**src/include/igf_consts.svh**
```systemverilog
`ifndef IGF_CONSTS_SVH
`define IGF_CONSTS_SVH
// Register byte offsets
`define IGF_OFF_GATEFLAGS   32'h0000_0000
`define IGF_OFF_PRIOCTL     32'h0000_0004
`define IGF_OFF_STATUS      32'h0000_0008
// Field positions in the gate and flag register
`define IGF_BIT_GHG         7
`define IGF_BIT_PLG         6
`define IGF_BIT_T0E         5
`define IGF_BIT_E0E         4
`define IGF_BIT_PBE         3
`define IGF_BIT_T0F         2
`define IGF_BIT_E0F         1
`define IGF_BIT_PBF         0
// Field positions in the priority control register
`define IGF_BIT_PRIO_ON     0
`define IGF_BIT_T0_HI       1
`define IGF_BIT_E0_HI       2
`define IGF_BIT_PB_HI       3
// Reset values
`define IGF_RST_GATEFLAGS   8'h00
`define IGF_RST_PRIOCTL     4'h0
// AXI responses
`define IGF_RESP_OKAY       2'h0
`define IGF_RESP_SLVERR     2'h2
// Latch keeps following the pins one more instruction cycle after a port read
`define IGF_INSTR_CYCLES    2'h1
`endif

```
**src/include/igf_pkg.sv**
```systemverilog
package igf_pkg;
    typedef logic [7:0] igf_reg_t;
    typedef enum logic [1:0] {IGF_WR_IDLE, IGF_WR_RESP} igf_wr_e;
    typedef enum logic [1:0] {IGF_RD_IDLE, IGF_RD_RESP} igf_rd_e;
endpackage

```
**src/hdl/igf_change_detect.sv**
```systemverilog
`timescale 1ns/1ps
`default_nettype none
`include "igf_consts.svh"
module igf_change_detect
    import igf_pkg::*;
(
    input  wire logic       clk_i,      // System clock
    input  wire logic       resetn_i,   // Sync reset, active low
    input  wire logic [3:0] pins_i,     // Upper nibble of the port
    input  wire logic       read_i,     // Port read strobe
    output logic            mismatch_o  // Pins differ from last read
);
    logic [3:0] latch_q;
    logic [1:0] wait_q;

    // The latched copy is refreshed on the read and again one instruction cycle after it
    always_ff @(posedge clk_i)
    begin
        if (!resetn_i)
            wait_q <= 2'h0;
        else if (read_i)
            wait_q <= `IGF_INSTR_CYCLES;
        else if (wait_q != 2'h0)
            wait_q <= wait_q - 2'h1;
    end

    always_ff @(posedge clk_i)
    begin
        if (!resetn_i)
            latch_q <= 4'h0;
        else if (read_i || wait_q != 2'h0)
            latch_q <= pins_i;
    end

    assign mismatch_o = (latch_q != pins_i);

    AST_MISMATCH_ENDS: assert property (@(posedge clk_i) disable iff (!resetn_i)
        (read_i && $stable(pins_i)) ##1 $stable(pins_i) |=> !mismatch_o)
        else $error("mismatch persists after port read");
endmodule
`default_nettype wire

```
**src/hdl/igf_top.sv**
```systemverilog
// The implementer's own choices: the placing of the registers and register access over AXI4-Lite.
`timescale 1ns/1ps
`default_nettype none
`include "igf_consts.svh"
module igf_top
    import igf_pkg::*;
(
    input  wire logic        clk_i,           // 50 MHz clock
    input  wire logic        resetn_i,        // Sync reset, active low
    input  wire logic [31:0] s_axi_awaddr,    // Write address
    input  wire logic        s_axi_awvalid,   // Write address valid
    output logic             s_axi_awready,   // Write address ready
    input  wire logic [31:0] s_axi_wdata,     // Write data
    input  wire logic [3:0]  s_axi_wstrb,     // Write strobes
    input  wire logic        s_axi_wvalid,    // Write data valid
    output logic             s_axi_wready,    // Write data ready
    output logic [1:0]       s_axi_bresp,     // Write response
    output logic             s_axi_bvalid,    // Write response valid
    input  wire logic        s_axi_bready,    // Write response ready
    input  wire logic [31:0] s_axi_araddr,    // Read address
    input  wire logic        s_axi_arvalid,   // Read address valid
    output logic             s_axi_arready,   // Read address ready
    output logic [31:0]      s_axi_rdata,     // Read data
    output logic [1:0]       s_axi_rresp,     // Read response
    output logic             s_axi_rvalid,    // Read data valid
    input  wire logic        s_axi_rready,    // Read data ready
    input  wire logic        timer_zero_ovf_i, // Timer 0 overflow pulse
    input  wire logic        ext_pin_zero_i,   // External pin 0 event pulse
    input  wire logic [3:0]  second_io_port_i, // Port B pins 7..4
    input  wire logic        port_read_i,      // Port B read strobe
    output logic             irq_high_o,       // Request, high priority
    output logic             irq_low_o         // Request, low priority
);
    ////////////////////////////////////////////////////////////////////
    function automatic logic addr_is(input logic [31:0] a, input logic [31:0] off);
        addr_is = (a[7:2] == off[7:2]) && (a[31:8] == 24'h00_0000);
    endfunction

    localparam igf_reg_t RST_GF = `IGF_RST_GATEFLAGS;
    igf_reg_t   gate_q;
    logic [4:0] ctl_q;
    logic [2:0] flg_q;
    // Gates and enables are kept apart from the flags so each has one writer
    assign gate_q = {ctl_q, flg_q};
    logic [3:0] prio_q;
    logic       mismatch;
    igf_wr_e    wst_q;
    igf_rd_e    rst_q;
    logic       aw_hold_q;
    logic       w_hold_q;
    logic [31:0] awaddr_q;
    logic [31:0] wdata_q;
    logic [3:0]  wstrb_q;

    igf_change_detect u_chg (
        .clk_i      (clk_i),
        .resetn_i   (resetn_i),
        .pins_i     (second_io_port_i),
        .read_i     (port_read_i),
        .mismatch_o (mismatch)
    );

    ////////////////////////////////////////////////////////////////////
    // Write channel: address and data taken in either order
    logic aw_take;
    logic w_take;
    logic wr_go;
    assign aw_take = s_axi_awvalid && s_axi_awready;
    assign w_take  = s_axi_wvalid && s_axi_wready;
    assign wr_go   = (wst_q == IGF_WR_IDLE) && (aw_hold_q || aw_take)
                     && (w_hold_q || w_take);

    always_ff @(posedge clk_i)
    begin
        if (!resetn_i)
        begin
            aw_hold_q <= 1'b0;
            awaddr_q  <= 32'h0000_0000;
        end
        else if (wr_go)
            aw_hold_q <= 1'b0;
        else if (aw_take)
        begin
            aw_hold_q <= 1'b1;
            awaddr_q  <= s_axi_awaddr;
        end
    end

    always_ff @(posedge clk_i)
    begin
        if (!resetn_i)
        begin
            w_hold_q <= 1'b0;
            wdata_q  <= 32'h0000_0000;
            wstrb_q  <= 4'h0;
        end
        else if (wr_go)
            w_hold_q <= 1'b0;
        else if (w_take)
        begin
            w_hold_q <= 1'b1;
            wdata_q  <= s_axi_wdata;
            wstrb_q  <= s_axi_wstrb;
        end
    end

    assign s_axi_awready = !aw_hold_q && (wst_q == IGF_WR_IDLE);
    assign s_axi_wready  = !w_hold_q && (wst_q == IGF_WR_IDLE);

    logic [31:0] wa;
    logic [31:0] wd;
    logic        wb0;
    assign wa  = aw_hold_q ? awaddr_q : s_axi_awaddr;
    assign wd  = w_hold_q ? wdata_q : s_axi_wdata;
    assign wb0 = w_hold_q ? wstrb_q[0] : s_axi_wstrb[0];

    logic wr_gate;
    logic wr_prio;
    logic wr_ok;
    assign wr_gate = wr_go && wb0 && addr_is(wa, `IGF_OFF_GATEFLAGS);
    assign wr_prio = wr_go && wb0 && addr_is(wa, `IGF_OFF_PRIOCTL);
    assign wr_ok   = addr_is(wa, `IGF_OFF_GATEFLAGS) || addr_is(wa, `IGF_OFF_PRIOCTL)
                     || addr_is(wa, `IGF_OFF_STATUS);

    always_ff @(posedge clk_i)
    begin
        if (!resetn_i)
        begin
            wst_q        <= IGF_WR_IDLE;
            s_axi_bvalid <= 1'b0;
            s_axi_bresp  <= `IGF_RESP_OKAY;
        end
        else unique case (wst_q)
            IGF_WR_IDLE:
                if (wr_go)
                begin
                    wst_q        <= IGF_WR_RESP;
                    s_axi_bvalid <= 1'b1;
                    s_axi_bresp  <= wr_ok ? `IGF_RESP_OKAY : `IGF_RESP_SLVERR;
                end
            IGF_WR_RESP:
                if (s_axi_bready)
                begin
                    wst_q        <= IGF_WR_IDLE;
                    s_axi_bvalid <= 1'b0;
                end
        endcase
    end

    ////////////////////////////////////////////////////////////////////
    // Read channel: one cycle from address to data
    always_ff @(posedge clk_i)
    begin
        if (!resetn_i)
        begin
            rst_q        <= IGF_RD_IDLE;
            s_axi_rvalid <= 1'b0;
            s_axi_rdata  <= 32'h0000_0000;
            s_axi_rresp  <= `IGF_RESP_OKAY;
        end
        else unique case (rst_q)
            IGF_RD_IDLE:
                if (s_axi_arvalid)
                begin
                    rst_q        <= IGF_RD_RESP;
                    s_axi_rvalid <= 1'b1;
                    s_axi_rresp  <= `IGF_RESP_OKAY;
                    if (addr_is(s_axi_araddr, `IGF_OFF_GATEFLAGS))
                        s_axi_rdata <= {24'h00_0000, gate_q};
                    else if (addr_is(s_axi_araddr, `IGF_OFF_PRIOCTL))
                        s_axi_rdata <= {28'h000_0000, prio_q};
                    else if (addr_is(s_axi_araddr, `IGF_OFF_STATUS))
                        s_axi_rdata <= {29'h0, mismatch, irq_low_o, irq_high_o};
                    else
                    begin
                        s_axi_rdata <= 32'h0000_0000;
                        s_axi_rresp <= `IGF_RESP_SLVERR;
                    end
                end
            IGF_RD_RESP:
                if (s_axi_rready)
                begin
                    rst_q        <= IGF_RD_IDLE;
                    s_axi_rvalid <= 1'b0;
                end
        endcase
    end
    assign s_axi_arready = (rst_q == IGF_RD_IDLE);

    ////////////////////////////////////////////////////////////////////
    // Gate and enable bits, written by software only
    always_ff @(posedge clk_i)
    begin
        if (!resetn_i)
            ctl_q <= RST_GF[7:3];
        else if (wr_gate)
            ctl_q <= wd[7:3];
    end

    always_ff @(posedge clk_i)
    begin
        if (!resetn_i)
            prio_q <= `IGF_RST_PRIOCTL;
        else if (wr_prio)
            prio_q <= wd[3:0];
    end

    // Sticky flags: a source event wins over a software clear in the same cycle
    logic [2:0] src;
    assign src = {timer_zero_ovf_i, ext_pin_zero_i, mismatch};

    always_ff @(posedge clk_i)
    begin
        if (!resetn_i)
            flg_q <= RST_GF[2:0];
        else
            flg_q <= src | (wr_gate ? wd[2:0] & flg_q : flg_q);
    end

    ////////////////////////////////////////////////////////////////////
    // Request generation
    logic       prio_on;
    logic [2:0] pend;
    logic [2:0] is_hi;
    logic       ghg;
    logic       plg;
    logic       req_hi_d;
    logic       req_lo_d;
    assign prio_on = prio_q[`IGF_BIT_PRIO_ON];
    assign ghg     = gate_q[`IGF_BIT_GHG];
    assign plg     = gate_q[`IGF_BIT_PLG];
    assign is_hi   = {prio_q[`IGF_BIT_T0_HI], prio_q[`IGF_BIT_E0_HI], prio_q[`IGF_BIT_PB_HI]};
    // Enable masks each flag
    assign pend    = gate_q[5:3] & gate_q[2:0];

    // Core sources here are not peripherals, so bit six does not gate them
    // without priority; peripheral requests live elsewhere.
    always_comb
    begin
        if (!prio_on)
        begin
            req_hi_d = ghg && (pend != 3'h0);
            req_lo_d = 1'b0;
        end
        else
        begin
            req_hi_d = ghg && ((pend & is_hi) != 3'h0);
            req_lo_d = ghg && plg && ((pend & ~is_hi) != 3'h0);
        end
    end

    always_ff @(posedge clk_i)
    begin
        if (!resetn_i)
        begin
            irq_high_o <= 1'b0;
            irq_low_o  <= 1'b0;
        end
        else
        begin
            irq_high_o <= req_hi_d;
            irq_low_o  <= req_lo_d;
        end
    end

    ////////////////////////////////////////////////////////////////////
    AST_FLAG_SETS: assert property (@(posedge clk_i) disable iff (!resetn_i)
        timer_zero_ovf_i |=> gate_q[`IGF_BIT_T0F])
        else $error("timer flag not set on overflow");
    AST_FLAG_STICKY: assert property (@(posedge clk_i) disable iff (!resetn_i)
        gate_q[`IGF_BIT_E0F] && !wr_gate |=> gate_q[`IGF_BIT_E0F])
        else $error("external flag dropped without clear");
    AST_CLEAR_WORKS: assert property (@(posedge clk_i) disable iff (!resetn_i)
        wr_gate && !wd[`IGF_BIT_T0F] && !timer_zero_ovf_i |=> !gate_q[`IGF_BIT_T0F])
        else $error("timer flag not cleared");
    AST_PB_SET: assert property (@(posedge clk_i) disable iff (!resetn_i)
        mismatch |=> gate_q[`IGF_BIT_PBF])
        else $error("port change flag missing");
    AST_NO_GLOBAL: assert property (@(posedge clk_i) disable iff (!resetn_i)
        !ghg |=> !irq_high_o && !irq_low_o)
        else $error("request with global gate clear");
    AST_MASKED: assert property (@(posedge clk_i) disable iff (!resetn_i)
        (pend == 3'h0) |=> !irq_high_o && !irq_low_o)
        else $error("request with no enabled flag");
    AST_LOW_NEEDS_BOTH: assert property (@(posedge clk_i) disable iff (!resetn_i)
        irq_low_o |-> $past(ghg) && $past(plg) && $past(prio_on))
        else $error("low request without both gates");
    AST_HIGH_REQ: assert property (@(posedge clk_i) disable iff (!resetn_i)
        !prio_on && ghg && pend[2] |=> irq_high_o)
        else $error("request missing");
    AST_PRIO_HI: assert property (@(posedge clk_i) disable iff (!resetn_i)
        prio_on && ghg && ((pend & is_hi) != 3'h0) |=> irq_high_o)
        else $error("high priority request missing");
endmodule
`default_nettype wire

```
**config.mk**
```make
export PLATFORM = sky130hd
export DESIGN_NAME = igf_top
export DESIGN_NICKNAME = d
export VERILOG_FILES = /design/src/include/igf_pkg.sv /design/src/hdl/igf_change_detect.sv /design/src/hdl/igf_top.sv
export VERILOG_INCLUDE_DIRS = /design/src /design/src/include
export SDC_FILE = /design/constraint.sdc
export NUM_CORES = 1
export LEC_CHECK = 0
export CAP_MARGIN = 20
export CORE_MARGIN = 10
export CORE_UTILIZATION = 63
export CTS_CLUSTER_SIZE = 10
export DETAILED_ROUTE_END_ITERATION = 8
export DONT_BUFFER_PORTS = 1
export GPL_TIMING_DRIVEN = 1
export PLACE_DENSITY = 0.81
export SYNTH_ARGS = -nofsm -noshare
export SYNTH_HDL_FRONTEND = slang
export SYNTH_SLANG_ARGS = --single-unit
export TNS_END_PERCENT = 50
```
**constraint.sdc**
```tcl
create_clock -name clk_i -period 2.5 [get_ports clk_i]
set_input_delay 0.5 -clock clk_i [delete_from_list [all_inputs] [get_ports clk_i]]
set_output_delay 0.5 -clock clk_i [all_outputs]
set_load 0.01 [all_outputs]
```
# == Word level (Yosys, flattened, before mapping) ==
# Cells that the tools add are included.
# word_totals
ff_bits,105
word_cells,112
# op_classes
n_addsub,1
n_eq_ne,11
mux,26
bitwise,8
n_reduce_logical,46
# op_table
op,count
24-bit logical NOT,2
32-bit 2-to-1 mux,1
1-bit logical AND,19
2-bit 2-to-1 mux,8
8-bit 2-to-1 mux,2
2-bit AND reduction,7
3-bit bitwise AND,4
"6-bit by 1-bit equality test with 1-bit output, second input constant",2
"6-bit by 2-bit equality test with 1-bit output, second input constant",2
6-bit logical NOT,2
3-bit nonzero test,3
1-bit 2-to-1 mux,8
"2-bit != test, second input constant",4
2-bit one-hot mux with 2 select lines,2
3-bit 2-to-1 mux,2
1-bit logical OR,5
"2-bit by 1-bit equality test with 1-bit output, second input constant",2
2-bit logical NOT,2
4-bit 2-to-1 mux,1
4-bit != test,1
1-bit one-hot mux with 2 select lines,2
2-bit nonzero test,2
2-bit OR reduction,2
3-bit inverter,1
other kinds (4),6

# == Logic depth before layout (Yosys ltp) ==
# Gate-level depths: netlist (run 1).
# depth
ltp_word,10
depth_mapped,6
depth_no_buf,5

# == Hierarchy ==
# From an unflattened synthesis (run 1), not the netlist that was laid out.
# unflattened
cells_unflattened,403
hier_area_um2,3537.1
# modules_own_cells
mod,instances,cells_each,area_per_inst_um2
igf_top,1,374,3240.6
igf_change_detect,1,29,296.5

# == Worst setup path after synthesis (run 1) ==
# No wires, ideal clock.
# synth_path
path_type,input to register
from,input port s_axi_awaddr[4]
to,register flg_q[0]
setup_time_ns,0.122
t_arrival_ns,1.778
slack_ns,0.600
stages,5
path_buffers,0
path_cell_list,nor4_1 a32oi_1 nor4_4 o211ai_4 o311a_1
# synth_between
elab_chain_cells,6
# synth_rtl
item,line,text
start: declaration,igf_top.sv:10,"input wire logic [31:0] s_axi_awaddr,"
32-bit 2-to-1 mux,igf_top.sv:113,assign wa = aw_hold_q ? awaddr_q : s_axi_awaddr;
6-bit logical NOT,igf_top.sv:36,addr_is = (a[7:2] == off[7:2]) && (a[31:8] == 24'h00_0000);
1-bit logical AND,igf_top.sv:36,
1-bit logical AND,igf_top.sv:120,"assign wr_gate = wr_go && wb0 && addr_is(wa, `IGF_OFF_GATEFLAGS);"
3-bit 2-to-1 mux,igf_top.sv:217,flg_q <= src | (wr_gate ? wd[2:0] & flg_q : flg_q);
3-bit OR,igf_top.sv:217,
end signal: assignment,igf_top.sv:215,flg_q <= RST_GF[2:0];
end signal: assignment,igf_top.sv:217,
end: declaration,igf_top.sv:42,logic [2:0] flg_q;
# Every way passes these cells.
# A chain may end at the register's enable or synchronous reset.

# == Worst setup path after layout (run 1) ==
# layout_path
from,register aw_hold_q
to,register flg_q[0]
# layout_between
elab_chain_cells,10
# layout_rtl
item,line,text
start: declaration,igf_top.sv:49,logic aw_hold_q;
start signal: assignment,igf_top.sv:77,aw_hold_q <= 1'b0;
start signal: assignment,igf_top.sv:81,aw_hold_q <= 1'b0;
start signal: assignment,igf_top.sv:84,aw_hold_q <= 1'b1;
"parallel branches: the longest is 7 deep, another holds 32-bit 2-to-1 mux",-,
1-bit logical AND (*),igf_top.sv:120,
3-bit 2-to-1 mux (*),igf_top.sv:217,
3-bit OR (*),igf_top.sv:217,
# Mark *: on every way between the ends.

==> flow_summary.yaml, run 1 <==
run_status:
  outcome: "complete, no violations"
sta:
  holdWs_ns: 0.221
  finalMaxSlewViolations: 0
  fin_tns_setup_ns: 0
  layout_setup_ws_ns: 0.481
  final.min_clock_period_ns: 2.02
  rsz0062_at_grt: "false"
  slew-limit-headroom_pct: 53.2
  min_period_over_period_pct: 80.8
  skew_ns: 0.0143
  final-hold-violation-count: 0
  tightest_slew_ns: 0.696
  finalSetupViolCount: 0
  fmax_mhz: 495
floorplan:
  die_area_um2: 9070
  boundaryPins: 157
  rows: 27
  core_um2: 5510
  start_util_pct: 64.8
  chipHeight_um: 95.3
  die_x_um: 95.3
detailed_routing:
  vias: 2673
  detail_route.iter0.violations: 144
  antenna_left: 0
  drcViolationCount: 0
  drt_pre_antenna_iters: 4
  wirelength_um: 8020
  wire_per_inst_um: 16.8
  viasPerCell: 5.60
power_and_ir_drop:
  combPwrFrac_pct: 11.2
  power_frac_clock_pct: 35.9
  ir_drop_v: 0.000383
  leakagePower_nw: 1.41
  power_density_nw_per_um2: 645
  internal-power_mw: 1.75
  pwr-share-seq_pct: 52.8
  p_switching_uw: 631
  swShare_pct: 26.5
clocking:
  cts_root_buffer: "clkbuf_8"
  worstSkewPairLatency_ns: 0.35
  clk_path_buf_depth: 2
  h-tree-depth: 3
  holdBufCountCts: 0
  clock_sinks: 73
  cts.clk_slew.worst_paths_ns: 0.08
  cts_buffers: 9
  cts_tree: "built"
  postCtsResizedCells: 0
  post-cts-setup-buffers: 0
cells_and_area:
  finalInstanceArea_um2: 3690
  drive_gt1_share_pct: 9.14
  syn_to_final_growth_pct: 3.40
  diodes: 0
  final_util_pct: 67.0
  final_nets: 515
  layout_commonest_cell: "nand2_1"
  layout_common_cells: "nand2_1, dfxtp_1, a21boi_0"
logic_synthesis:
  synth_fa_ha_area_share_pct: 0.351
  synth_mux_area_share_pct: 10.8
  synth-async-reset-ratio_pct: 0
  syn-mean-instance-area_um2: 8.81
  yosys_warnings: 0
  synth-main-ff-cell: "dfxtp_1"
  syn-cell-area_um2: 3570
  synthCells: 405
  synthSimpleGateAreaFrac_pct: 23.7
  synth_top_area_cell: "dfxtp_1"
  seq_area_frac_synth_pct: 41.0
  yosysTopAreaCellShare_pct: 41.0
  synth_compound_area_share_pct: 14.5
  synth_xor_area_share_pct: 1.23
  synth_edf_count: 0
  synth_cell_types: 46
  synthTopCellsByArea: "dfxtp_1, nand2_1, mux2i_1"
  ys_seq_elements: 73
  synth_top_family_by_area: "simple AND/OR/NAND/NOR gates"
global_route:
  track_usage_pct: 17.4
  grt_pass1_wl_um: 12500
  overflow: 0
  antenna_found_initial: 0
  grt_pass1_vias: 2622
  grt_max_degree: 80
setup_path:
  critPathLaunchType: "register"
  cp_slowest_cell: "dfxtp_1"
  worst_ep_required_time_ns: 2.74
  crit_path_max_fanout: 8
  slowest_delay_ns: 0.46
  path_cells: "buf_4 > mux2_4 > nor4_4 > o211ai_4 > o311a_1"
  cp.arrival_ns: 2.26
  cp-end-kind: "register"
  crit_type: "reg -> reg"
run:
  max_cap_viol_count: 0
placement:
  port_buffers: 0
  place_ws_ns: 0.238
  dp_hpwl_um: 6170
  routabilityCongestion: 0.739
  placed_area_um2: 3510
min_path:
  hp-class: "in -> reg"
synth_stat cells (2+ instances only):
master / count
nand2_1: 90
dfxtp_1: 73
a21boi_0: 30
mux2i_1: 27
buf_4: 26
nor2b_1: 22
nor4_1: 17
clkbuf_1: 16
nor2_1: 16
mux2_2: 9
inv_1: 6
o21ai_0: 6
a21oi_1: 5
a32oi_1: 5
nand3_1: 5
nand4_1: 4
xor2_1: 4
a22oi_1: 3
nand2b_1: 3
nand3b_1: 3
nor3_1: 3
nor4_2: 3
o21a_1: 3
o211ai_1: 2
o22ai_1: 2
o31a_1: 2
worst max-delay path: cells and delay by family (launching register included):
family                 cells  cell delay, ns
buffers and inverters      1            0.21
muxes                      1            0.33
AOI/OAI and AO/OA          2            0.61
and+or+nand+nor            1            0.30
DFF                        1            0.46
area by class of cell:
type                            instances  area, µm²
Multi-Input combinational cell        306       1900
Fill cell                             477       1820
Sequential cell                        73       1460
Clock buffer                           12        155
Tap cell                               72       90.1
Timing Repair Buffer                    4       30.0
Clock inverter                          4       27.5
Inverter                                6       22.5
metal layers:
| layer | GRT usage [%] | wire length, µm |
|---|---|---|
| met5 | 0 | 0 |
| met4 | 7.61 | 148 |
| met3 | 7.70 | 954 |
| met2 | 29.3 | 3810 |
| met1 | 18.5 | 3110 |
worst paths after layout:
check | start | to | slack [ns] | cells past startpoint
hold / removal | port_read_i | u_chg.wait_q[1]$_SDFFE_PP0P_ | 0.22 | 1
setup reg to reg | aw_hold_q$_SDFFE_PP0P_ | flg_q[0]$_SDFF_PN0_ | 0.48 | 5
hold reg to reg | awaddr_q[28]$_SDFFE_PN0P_ | awaddr_q[28]$_SDFFE_PN0P_ | 0.46 | 2
setup / recovery | aw_hold_q$_SDFFE_PP0P_ | flg_q[0]$_SDFF_PN0_ | 0.48 | 5
power by group through the flow:
stage / registers [mW] / logic [mW] / clock network (mW)
after global placement: 1.28 / 0.259 / 0
after floorplan: 1.27 / 0.277 / 0
final: 1.26 / 0.267 / 0.856
after CTS: 1.26 / 0.267 / 0.870
after global routing: 1.27 / 0.303 / 0.917
after detailed placement: 1.29 / 0.266 / 0
metrics by stage:
step	total power, mW	cells
final	2.38	477
after global routing	2.48	477
after CTS	2.40	477
after detailed placement	1.55	461
after global placement	1.54	461
after floorplan	1.55	430
sequential cells by signal (all words and copies together), names as in the netlist, 2 cells and up:
name           flops
flg_q              3
s_axi_rdata        8
u_chg.latch_q      4
ctl_q              5
awaddr_q          30
wdata_q            8
prio_q             4
u_chg.wait_q       2
logic make-up after synthesis:
kind of cell    count (synthesis)
flops                          73
other cells                     1
simple gates                  171
fa+ha+maj                       1
xor+xnor                        5
compound gates                 66
buf+inv                        51
mux                            37
No activity file was read; power rests on OpenSTA's default activity.
==> run 2: changes to the inputs <==
--- a/config.mk
+++ b/config.mk
@@ -8,12 +8,12 @@
 export LEC_CHECK = 0
 export CAP_MARGIN = 20
 export CORE_MARGIN = 10
-export CORE_UTILIZATION = 63
+export CORE_UTILIZATION = 57
 export CTS_CLUSTER_SIZE = 10
 export DETAILED_ROUTE_END_ITERATION = 8
 export DONT_BUFFER_PORTS = 1
 export GPL_TIMING_DRIVEN = 1
-export PLACE_DENSITY = 0.81
+export PLACE_DENSITY = 0.77
 export SYNTH_ARGS = -nofsm -noshare
 export SYNTH_HDL_FRONTEND = slang
 export SYNTH_SLANG_ARGS = --single-unit
==> constraint.sdc (replaced) <==
create_clock -name clk_i -period 1.7 [get_ports clk_i]
set_input_delay 0.34 -clock clk_i [delete_from_list [all_inputs] [get_ports clk_i]]
set_output_delay 0.34 -clock clk_i [all_outputs]
set_load 0.01 [all_outputs]
==> flow_summary.yaml, run 2 (synthesis gave the netlist of run 1 again) <==
detailed_routing:
  viasPerCell: 5.57
  drt_pre_antenna_iters: 4
  wirelength_um: 8400
  wire_per_inst_um: 16.9
  antenna_left: 0
  detail_route.iter0.violations: 101
  drcViolationCount: 0
  vias: 2765
power_and_ir_drop:
  power_density_nw_per_um2: 931
  ir_drop_v: 0.000665
  power.total_mw: 3.66
  leakagePower_nw: 1.53
floorplan:
  boundaryPins: 157
  die_area_um2: 9820
  chipHeight_um: 99.1
  start_util_pct: 59.6
  die_x_um: 99.1
  core_um2: 5990
  rows: 28
cells_and_area:
  instances_no_fill: 496
  reg_top3: "awaddr_q (30), s_axi_rdata (8), wdata_q (8)"
  final_util_pct: 65.7
  syn_to_final_growth_pct: 10.3
  top_register: "awaddr_q"
  diodes: 0
  layout_commonest_cell: "nand2_1"
  drive_gt1_share_pct: 15.4
  finalInstanceArea_um2: 3940
  final_nets: 531
  layout_common_cells: "nand2_1, dfxtp_1, a21boi_0"
  largest_reg_flops: 30
sta:
  final-hold-violation-count: 0
  layout_setup_ws_ns: -0.0550
  finalSetupViolCount: 12
  rsz0062_at_grt: "true"
  final.min_clock_period_ns: 1.75
  min_period_over_period_pct: 103
  fin_tns_setup_ns: -0.207
  fmax_mhz: 570
  finalMaxSlewViolations: 0
  skew_ns: 0.00607
setup_path:
  r2r_end: "flg_q[1]$_SDFF_PN0_"
  worst_ep_required_time_ns: 1.94
  crit_path_max_fanout: 4
  r2r_cells: 6
  cp-end-kind: "register"
  crit_type: "reg -> reg"
  regToRegSetupSlack_ns: -0.05
  cp.arrival_ns: 1.99
  reg2reg_from: "awaddr_q[31]$_SDFFE_PN0P_"
  critPathLaunchType: "register"
placement:
  placed_area_um2: 3630
  routabilityCongestion: 0.817
  port_buffers: 0
  dp_hpwl_um: 6450
  dpl.cell_count: 476
global_route:
  antenna_found_initial: 0
  track_usage_pct: 16.7
  grt_max_degree: 80
  grt_pass1_wl_um: 13600
  grt_pass1_vias: 2677
  overflow: 0
run_status:
  outcome: "complete, but fails checks"
  violations: "setup timing"
min_path:
  hold_end: "u_chg.wait_q[1]$_SDFFE_PP0P_"
  hold_depth: 1
  hp-class: "in -> reg"
  min_from: "port_read_i"
clocking:
  h-tree-depth: 3
  clk_path_buf_depth: 2
  cts_buffers: 9
  worstSkewPairLatency_ns: 0.34
  cts_tree: "built"
  cts.clk_slew.worst_paths_ns: 0.08
  clock_sinks: 73
  cts_root_buffer: "clkbuf_8"
  holdBufCountCts: 0
run:
  max_cap_viol_count: 0
[run 2: changes by cell type in the layout (fill, tap and decap cells not counted), moves of 2 or more]
cell,delta
nor4_1,-5
nor4_4,+4
buf_4,+12
dfxtp_1,-4
clkbuf_8,-2
clkinv_2,+2
dfxtp_2,+3
clkinvlp_4,-2
buf_6,+3
[run 2: metal layers]
layer	part of all wire, %	global-route usage, %	wire length [µm]
met1	39	18.3	3280
met2	47	26.6	3910
met3	13	9.62	1110
met4	1.1	5.95	96
met5	0	0	0
[run 2: report_power, final]
group | leakage [nW] | internal (mW) | switching [mW]
Clock | 0.0994 | 0.677 | 0.671
Combinational | 0.837 | 0.230 | 0.238
Sequential | 0.597 | 1.79 | 0.0614
[run 2: how the worst max path moves through the flow]
stage	cells past startpoint	endpoint	start
CTS	6	flg_q[0]$_SDFF_PN0_	aw_hold_q$_SDFFE_PP0P_
finish	6	flg_q[1]$_SDFF_PN0_	awaddr_q[31]$_SDFFE_PN0P_
floorplan	5	flg_q[0]$_SDFF_PN0_	s_axi_awaddr[4]
global placement	5	flg_q[0]$_SDFF_PN0_	s_axi_awaddr[8]
global route	6	flg_q[0]$_SDFF_PN0_	awaddr_q[31]$_SDFFE_PN0P_
detailed placement	5	prio_q[0]$_SDFFE_PN0P_	aw_hold_q$_SDFFE_PP0P_
[run 2: final cells by class]
cell class,instances,area [µm²]
clock buffers,9,124
inverters,6,22.5
flip-flops and latches,73,1470
clock inverters,7,70.1
repair buffers,20,174
fillers,497,2060
multi-input cells,306,1980
well taps,75,93.8
[run 2: stage by stage]
step | hold WS [ns] | setup slack, ns
global placement | 0.419 | -0.161
CTS | 0.0492 | -0.0513
detailed placement | 0.430 | -0.197
finish | 0.0629 | -0.0550
global route | 0.0462 | -0.130
floorplan | 0.416 | 0.00804
[run 2: repair_timing]
item | 4_1_cts | 5_1_grt
gates resized for setup | 10 | 7
setup endpoints to repair | 13 | 37
buffers inserted | 4 | 0
pin swaps | 10 | 5
[run 2: worst max-delay path: stages, from the launching register on]
cell,delay [ns]
dfxtp_2,0.34
nor4_4,0.27
nand3b_1,0.15
o41ai_4,0.29
buf_4,0.19
o211ai_4,0.10
o31a_1,0.31
==> run 3: changes to the inputs <==
--- a/config.mk
+++ b/config.mk
@@ -14,6 +14,7 @@
 export DONT_BUFFER_PORTS = 1
 export GPL_TIMING_DRIVEN = 1
 export PLACE_DENSITY = 0.77
+export REMOVE_ABC_BUFFERS = 1
 export SYNTH_ARGS = -nofsm -noshare
 export SYNTH_HDL_FRONTEND = slang
 export SYNTH_SLANG_ARGS = --single-unit
==> flow_summary.yaml, run 3 (synthesis gave the netlist of run 1 again) <==
floorplan:
  core_um2: 5990
  chipHeight_um: 99.1
  die_area_um2: 9820
  die_x_um: 99.1
  rows: 28
  boundaryPins: 157
  start_util_pct: 59.6
detailed_routing:
  detail_route.iter0.violations: 95
  wire_per_inst_um: 16.8
  vias: 2776
  antenna_left: 0
  viasPerCell: 5.54
  drt_pre_antenna_iters: 4
  drcViolationCount: 0
  wirelength_um: 8420
global_route:
  overflow: 0
  antenna_found_initial: 0
  grt_max_degree: 80
  grt_pass1_vias: 2705
  track_usage_pct: 16.5
  grt_pass1_wl_um: 13500
run_status:
  violations: "setup timing"
  outcome: "complete, but fails checks"
cells_and_area:
  final.fill_count: 496
  layout_common_cells: "nand2_1, dfxtp_1, a21boi_0"
  final_nets: 536
  syn_to_final_growth_pct: 10.8
  diodes: 0
  layout_commonest_cell: "nand2_1"
  drive_gt1_share_pct: 15.7
  top_register: "awaddr_q"
  reg_top3: "awaddr_q (30), s_axi_rdata (8), wdata_q (8)"
  largest_reg_flops: 30
placement:
  place_ws_ns: -0.197
  port_buffers: 0
  dp_hpwl_um: 6360
  routabilityCongestion: 0.792
clocking:
  holdBufCountCts: 0
  h-tree-depth: 3
  cts_root_buffer: "clkbuf_8"
  clk_path_buf_depth: 2
  clock_sinks: 73
  cts_buffers: 9
  cts.clk_slew.worst_paths_ns: 0.08
  worstSkewPairLatency_ns: 0.34
  cts_tree: "built"
power_and_ir_drop:
  ir_drop_v: 0.000565
  power.total_mw: 3.76
  power_density_nw_per_um2: 952
  leakagePower_nw: 1.56
setup_path:
  worst_ep_required_time_ns: 1.91
  critPathLaunchType: "register"
  crit_type: "reg -> reg"
  cp.arrival_ns: 1.99
  crit_path_max_fanout: 4
  cp-end-kind: "register"
  regToRegSetupSlack_ns: -0.08
sta:
  fmax_mhz: 563
  skew_ns: 0.00843
  tightest_slew_ns: 0.527
  layout_setup_ws_ns: -0.0775
  min_period_over_period_pct: 105
  final-hold-violation-count: 0
  slew-limit-headroom_pct: 64.7
  holdWs_ns: 0.0675
  finalMaxSlewViolations: 0
  rsz0062_at_grt: "true"
  final.min_clock_period_ns: 1.78
  finalSetupViolCount: 12
min_path:
  hp-class: "in -> reg"
run:
  max_cap_viol_count: 0
## run 3: worst paths after layout
check	from	end	cells past startpoint
max	awaddr_q[31]$_SDFFE_PN0P_	prio_q[1]$_SDFFE_PN0P_	6
min	port_read_i	u_chg.wait_q[1]$_SDFFE_PP0P_	1
max reg2reg	awaddr_q[31]$_SDFFE_PN0P_	prio_q[1]$_SDFFE_PN0P_	6
min reg2reg	awaddr_q[3]$_SDFFE_PN0P_	awaddr_q[3]$_SDFFE_PN0P_	2
## run 3: routing by layer
metal	GRT usage (%)	up-vias	wire [µm]
met5	0	-	0
met4	5.18	0	67
met3	9.34	7	1100
met2	26.5	114	3970
met1	18.1	1273	3280
li1	-	1382	-
## run 3: critical path, cell delays in order, from the launching register on
cell and delay, ns:
dfxtp_2 0.33, nor4_2 0.28, nand3b_1 0.16, o41ai_4 0.29, buf_4 0.18, o211ai_1 0.22, mux2i_1 0.18
## run 3: what timing repair did
item	4_1_cts	5_1_grt
pin swaps	7	4
endpoints found under the setup margin	12	13
setup buffers	2	2
resized for setup	9	4
## run 3: layout make-up
cell class / instances / area [µm²] / share of cell area [%]
tap: 75 / 93.8 / 2.37
sequential: 73 / 1470 / 37.1
inverter: 6 / 22.5 / 0.570
clock buffer: 9 / 124 / 3.13
timing repair buffer: 25 / 208 / 5.25
clock inverter: 7 / 85.1 / 2.15
multi-input combinational: 306 / 1950 / 49.4
## run 3: power breakdown
group	switching, mW	total (mW)	internal, mW
registers	0.0621	1.85	1.79
logic	0.238	0.465	0.227
clock network	0.635	1.45	0.813
## run 3: metrics by stage
step           TNS, ns  cells  util (%)  area (µm²)
6_report        -0.689    501      66.0        3950
4_1_cts         -0.346    499      65.4        3920
5_1_grt          -2.65    501      66.0        3950
3_5_place_dp     -1.47    481      60.9        3650
2_1_floorplan   -0.649    385         -        3390
3_3_place_gp     -1.34    481      60.9        3650
